==> src/cum_defs.vh <==
// Constants for the cache usage monitor register bank
// Notes on behaviour
// Four separate usage views, one per security state, with no shared storage.
// Each view is indexed by its own state's monitor selector only.
// Feature pages in all four maps; root and realm views only from their pages. Code has root and realm pages only with the realm extension.
// With resource select, access goes to resource index plus monitor index.
// Without resource select, access goes by monitor index alone.
// Usage register exists only when all monitoring features present; else reads zero. Code needs only partitioning, monitoring and usage monitors.
// Usage register is 32 bits wide.
// Bit 31 is the not-ready flag; one means count invalid.
// Bits 30 to 0 hold matching cache bytes in use.
// Usage register writable when read-only flag is 0, read-only when 1.
// Usage register sits at offset 0x0840 in each state's page.
// Snapshot register is 32-bit read-write copy for the selected monitor.
// With resource select, snapshot is per resource and monitor index.
// Snapshot exists only with monitoring, usage monitors and capture; else zero. Code also needs partitioning.
// Snapshot bit 31 records the not-ready flag at capture time.
// Snapshot bits 30 to 0 hold the captured byte count.
// Software sets monitor index in selector bits 15 to 0 first.
// Software sets resource index in selector bits 27 to 24 first.
// Snapshot holds until the next capture or a software write.
`ifndef CUM_DEFS_VH
`define CUM_DEFS_VH
`define CUM_OFF_SEL       12'h800
`define CUM_OFF_COUNT     12'h840
`define CUM_OFF_SNAP      12'h848
`define CUM_SEL_MON_LSB   0
`define CUM_SEL_MON_MSB   15
`define CUM_SEL_RIS_LSB   24
`define CUM_SEL_RIS_MSB   27
`define CUM_NOT_READY_FLAG_BIT      31
`define CUM_VAL_MSB       30
`define CUM_COUNT_RST     32'h80000000
`define CUM_SEL_MASK      32'h0f00ffff
`define CUM_NUM_STATES    4
`define CUM_MON_BITS      2
`define CUM_RIS_BITS      1
`define CUM_IDX_BITS      3
`define CUM_NUM_SLOTS     8
`define CUM_ST_SEC        2'h0
`define CUM_ST_NSEC       2'h1
`define CUM_ST_ROOT       2'h2
`define CUM_ST_REALM      2'h3
`endif

==> src/cum_regs.v <==
// Cache usage monitor registers, one bank per security state
`timescale 1ns/1ps
`include "cum_defs.vh"
module cum_regs (
  input  wire        clk,
  input  wire        srst,
  input  wire        partitioning_present,
  input  wire        monitoring_present,
  input  wire        usage_monitor_present,
  input  wire        capture_present,
  input  wire        resource_select_present,
  input  wire        usage_readonly_flag,
  input  wire        realm_extension_feature,
  input  wire [1:0]  req_state,
  input  wire        req_valid,
  input  wire        req_write,
  input  wire [11:0] req_addr,
  input  wire [31:0] req_wdata,
  output reg  [31:0] rsp_rdata,
  output reg         rsp_valid,
  input  wire [31:0] mon_count,
  input  wire        mon_not_ready,
  input  wire        mon_update,
  input  wire [1:0]  mon_update_state,
  input  wire [2:0]  mon_update_idx,
  input  wire        capture_event
);

  localparam NS = `CUM_NUM_STATES;
  localparam NI = `CUM_NUM_SLOTS;
  localparam NT = NS * NI;

  // Flat slot index: state, resource, monitor
  function [4:0] slot;
    input [1:0]  st;
    input [31:0] sel;
    input        ris_on;
    begin
      slot = {st, (ris_on ? sel[`CUM_SEL_RIS_LSB] : 1'b0),
              sel[`CUM_SEL_MON_LSB+1:`CUM_SEL_MON_LSB]};
    end
  endfunction

  reg  [31:0] sel_reg   [0:NS-1];
  reg  [31:0] count_reg [0:NT-1];
  reg  [31:0] snap_reg  [0:NT-1];
  reg  [31:0] rsp_rdata_next;

  wire count_on = partitioning_present & monitoring_present & usage_monitor_present;
  wire snap_on  = count_on & capture_present;
  // Root and realm pages exist only with the realm extension
  wire page_ok  = ~req_state[1] | realm_extension_feature;
  wire acc      = req_valid & page_ok;
  wire [31:0] cur_sel = sel_reg[req_state];
  wire [4:0]  acc_slot = slot(req_state, cur_sel, resource_select_present);
  wire hit_sel   = acc & (req_addr == `CUM_OFF_SEL);
  wire hit_count = acc & (req_addr == `CUM_OFF_COUNT) & count_on;
  wire hit_snap  = acc & (req_addr == `CUM_OFF_SNAP) & snap_on;
  wire [31:0] sel_mask = resource_select_present ? `CUM_SEL_MASK : 32'h0000ffff;

  genvar s, i;
  generate
    for (s = 0; s < NS; s = s + 1) begin : g_sel
      always @(posedge clk) begin
        if (srst) begin
          sel_reg[s] <= 32'h00000000;
        end else if (hit_sel && req_write && req_state == s) begin
          sel_reg[s] <= req_wdata & sel_mask;
        end
      end
    end
    for (i = 0; i < NT; i = i + 1) begin : g_slot
      always @(posedge clk) begin
        if (srst) begin
          count_reg[i] <= `CUM_COUNT_RST;
        end else if (hit_count && req_write && !usage_readonly_flag && acc_slot == i) begin
          count_reg[i] <= req_wdata;
        end else if (mon_update && {mon_update_state, mon_update_idx} == i) begin
          count_reg[i] <= {mon_not_ready, mon_count[`CUM_VAL_MSB:0]};
        end
      end
      // Software write wins over a coincident capture; snapshot otherwise holds
      always @(posedge clk) begin
        if (srst) begin
          snap_reg[i] <= 32'h00000000;
        end else if (hit_snap && req_write && acc_slot == i) begin
          snap_reg[i] <= req_wdata;
        end else if (capture_event && snap_on) begin
          snap_reg[i] <= count_reg[i];
        end
      end
    end
  endgenerate

  always @* begin
    rsp_rdata_next = 32'h00000000;
    if (hit_sel) begin
      rsp_rdata_next = cur_sel;
    end else if (hit_count) begin
      rsp_rdata_next = count_reg[acc_slot];
    end else if (hit_snap) begin
      rsp_rdata_next = snap_reg[acc_slot];
    end
  end

  always @(posedge clk) begin
    if (srst) begin
      rsp_rdata <= 32'h00000000;
      rsp_valid <= 1'b0;
    end else begin
      rsp_valid <= req_valid;
      rsp_rdata <= (req_valid && !req_write) ? rsp_rdata_next : 32'h00000000;
    end
  end

endmodule // cum_regs

==> config.mk <==
export PLATFORM = sky130hd
export DESIGN_NAME = cum_regs
export DESIGN_NICKNAME = d
export VERILOG_FILES = /design/src/cum_regs.v
export VERILOG_INCLUDE_DIRS = /design/src
export SDC_FILE = /design/constraint.sdc
export NUM_CORES = 2
export LEC_CHECK = 0
export ABC_CLOCK_PERIOD_IN_PS = 14100
export BUFFER_PORTS_ARGS = -buffer_cell sky130_fd_sc_hd__buf_2
export CORE_MARGIN = 10
export CORE_UTILIZATION = 40
export DETAILED_ROUTE_END_ITERATION = 8
export PLACE_DENSITY = 0.58
export REMOVE_ABC_BUFFERS = 1
export SLEW_MARGIN = 20
export SYNTH_ARGS = -nofsm -noshare
export SYNTH_HDL_FRONTEND = slang
export SYNTH_SLANG_ARGS = --single-unit
==> constraint.sdc <==
create_clock -name clk -period 14.1 [get_ports clk]
set_input_delay 0.705 -clock clk [delete_from_list [all_inputs] [get_ports clk]]
set_output_delay 0.705 -clock clk [all_outputs]
set_load 0.03 [all_outputs]
==> run metrics <==
outcome finished clean; Worst Setup End Kind register; synthesized-area fraction occupied by adder cells 0; cell taking the most area after synthesis edfxtp_1; area grow syn2layout 12.76%; Via Count about 88000; Final Slew Violations 0; Fillers around 24000; WL met2 around 220000 µm; # rows about 190; WL per Instance about 47 µm; CP Max Fanout 29; total CTS buffers 225; Worst EP required 14.83 ns; final core utilization 0.4525; most used flip-flop cell after synthesis edfxtp_1; power after layout around 15 mW; Initial Utilization 0.4013; DRT Pass-1 Iters 7; PwrDens 128.7 nW/µm²; Post-synth EDFFs 2128; main area contributors after synthesis edfxtp_1, a22o_1, mux2i_1; Static Leak 42.02 nW; post-detail-place hpwl approximately 330000 µm; synthesized cell area between 100000 and 150000 µm²; unrepaired setup endpoints after global routing false; kind of critical path reg2reg; H-Tree Depth 4; Worst Hold Class in2reg; clk_lat worst skew about 0.95 ns; synthesized area per cell ~13 µm²; xor/xnor share of the synthesized area 0; Final Cell Area between 100000 and 150000 µm²; global route overflow 0; ratio of cells with drive above 1 in the final layout 0.1476; first-pass GRT wire length ~730000 µm; clock transition at the registers of the reported paths around 0.06 ns; post-synthesis mux area share 0.05379; max_cap viols 0; Area after DPL approximately 110000 µm²; final WL approximately 560000 µm; Post-Syn Instances between 8000 and 9000; commonest non-fill, non-tap cell in the layout edfxtp_1; Clock Skews a little under 0.07 ns; I/O pin total 130; Final setup viols 0; Die X ~540 µm; number of remaining DRC errors 0; CP cell instances mux4_4 > buf_4 > nand3_2 > buf_4 > buf_4 > o22ai_2 > a311oi_1 > nand3_1 > nand3_1 > a32o_1; vias in the first global route around 80000; post-synth top area share 0.6018; async set-reset flop share out of synthesis 0; Layout Nets roughly 8200; number of synthesis warnings 0; max layer used met5; die area about 290000 µm²; max_slew headroom 0.02312; worst-case clock buffer depth 3; post-CTS setup buffer count 0; crit path launch type register; initial DRC count 17700; initial antenna violation count 60; Sink Count approximately 2200; CTS tree done; Final period util 0.4619; simple logic cell fraction of the synthesized area 0.07284; Netlist cell types 76; via/cell ratio between 7 and 8; Port Buf Inserts 128; fmax around 150 MHz; most frequent cells in the layout edfxtp_1, a22o_1, nand2_1; Met1 Routed Length 183800 µm; RD Place Congestion around 1.0; Antenna Violating Nets Remaining 0; Synth Area in Compound Gates 0.2236; Final Critical Period between 6 and 7 ns; Most Frequent Cell on Critical Path buf_4; Peak VDD IR ~0.12 mV; CP arrival about 7.3 ns; Die Y about 540 µm; CP max-delay cell edfxtp_1; Clock Root Buffer clkbuf_16; CP peak stage delay between 0.9 and 1 ns; sequential fraction of the synthesis area 0.6080; Slew @ Worst Pin ~1.5 ns; largest family of logic cells by synthesized area compound AO/OA/AOI/OAI gates; Core ar. 264600 µm²; Total Routing Usage GR 0.3729; Hold Violations, Final 0; pin count of the biggest net entering global routing 95; Met3 Routed Length between 90000 and 100000 µm; Seq cells post-synth 2161
cell families after synthesis:
| logic type | Yosys count |
|---|---|
| simple gates | 1767 |
| flops | 2161 |
| compound gates | 2945 |
| buf+inv | 1081 |
| mux | 498 |
path summary, 6_finish.rpt:
path	cells past startpoint	to	slack [ns]	from
min reg2reg	1	snap_reg[27][23]	0.53	count_reg[27][23]
max reg2reg	10	rsp_rdata[30]	7.59	sel_reg[2][0]
min	2	count_reg[23][13]	0.12	req_wdata[13]
max	10	rsp_rdata[30]	7.59	sel_reg[2][0]
synthesized netlist by cell type, types with 33 or more instances:
cell type	number
edfxtp_1	2128
a22o_1	1989
nand2_1	1022
clkbuf_1	731
mux2i_1	412
a21oi_1	290
buf_2	274
nand3_1	238
nor2_1	179
o22ai_1	122
o21ai_0	107
nor3_1	79
a31oi_1	73
and2_1	69
buf_1	62
mux4_2	55
a211oi_1	51
o221ai_1	46
nor4_1	44
nor2b_1	41
a32oi_1	40
dfxtp_1	33
nand4_1	33
area by class of cell:
cell class	count	area [µm²]	area share
inverter	7	26.28	0.0002194
timing repair buffer	543	4026	0.03363
clock inverter	133	1315	0.01098
sequential	2161	64560	0.5392
multi-input combinational	5210	39260	0.3279
tap	3533	4420	0.03692
clock buffer	293	6017	0.05025
antenna	44	110.1	0.0009195
repair_timing:
action | 4_1_cts | 5_1_grt
gates resized for setup | 0 | 0
endpoints found under the hold margin | 1 | 0
hold buffers | 1 | 0
layer usage:
metal,vias up,global-route usage
li1,33020,-
met1,44130,0.4445
met2,8646,0.5129
met3,1798,0.1962
met4,46,0.2628
met5,-,0
critical path, delay by kind of cell (launching register included):
family	cells	cell delay (ns)
simple gates	3	1.56
compound gates	3	1.23
flops	1	0.99
buf+inv	3	1.42
mux	1	0.99
power by group:
part           internal [mW]  leakage, nW  switching [mW]
clock                   3.35         3.57            2.71
combinational          0.383         16.7            1.50
sequential              7.33         21.8           0.137
total                   11.1         42.0            4.35
through the flow:
| step | hold WS, ns | instances | setup slack [ns] | setup TNS [ns] |
|---|---|---|---|---|
| global placement | 0.5326 | 11440 | 7.751 | 0 |
| finish | 0.1152 | 11920 | 7.588 | 0 |
| global route | 0.1261 | 11910 | 8.000 | 0 |
| detailed placement | 0.5412 | 11440 | 7.726 | 0 |
| CTS | 0.08598 | 11870 | 7.845 | 0 |
| floorplan | 0.5291 | 7378 | -0.4054 | -33.45 |
Power figures use the tool's default switching activity.
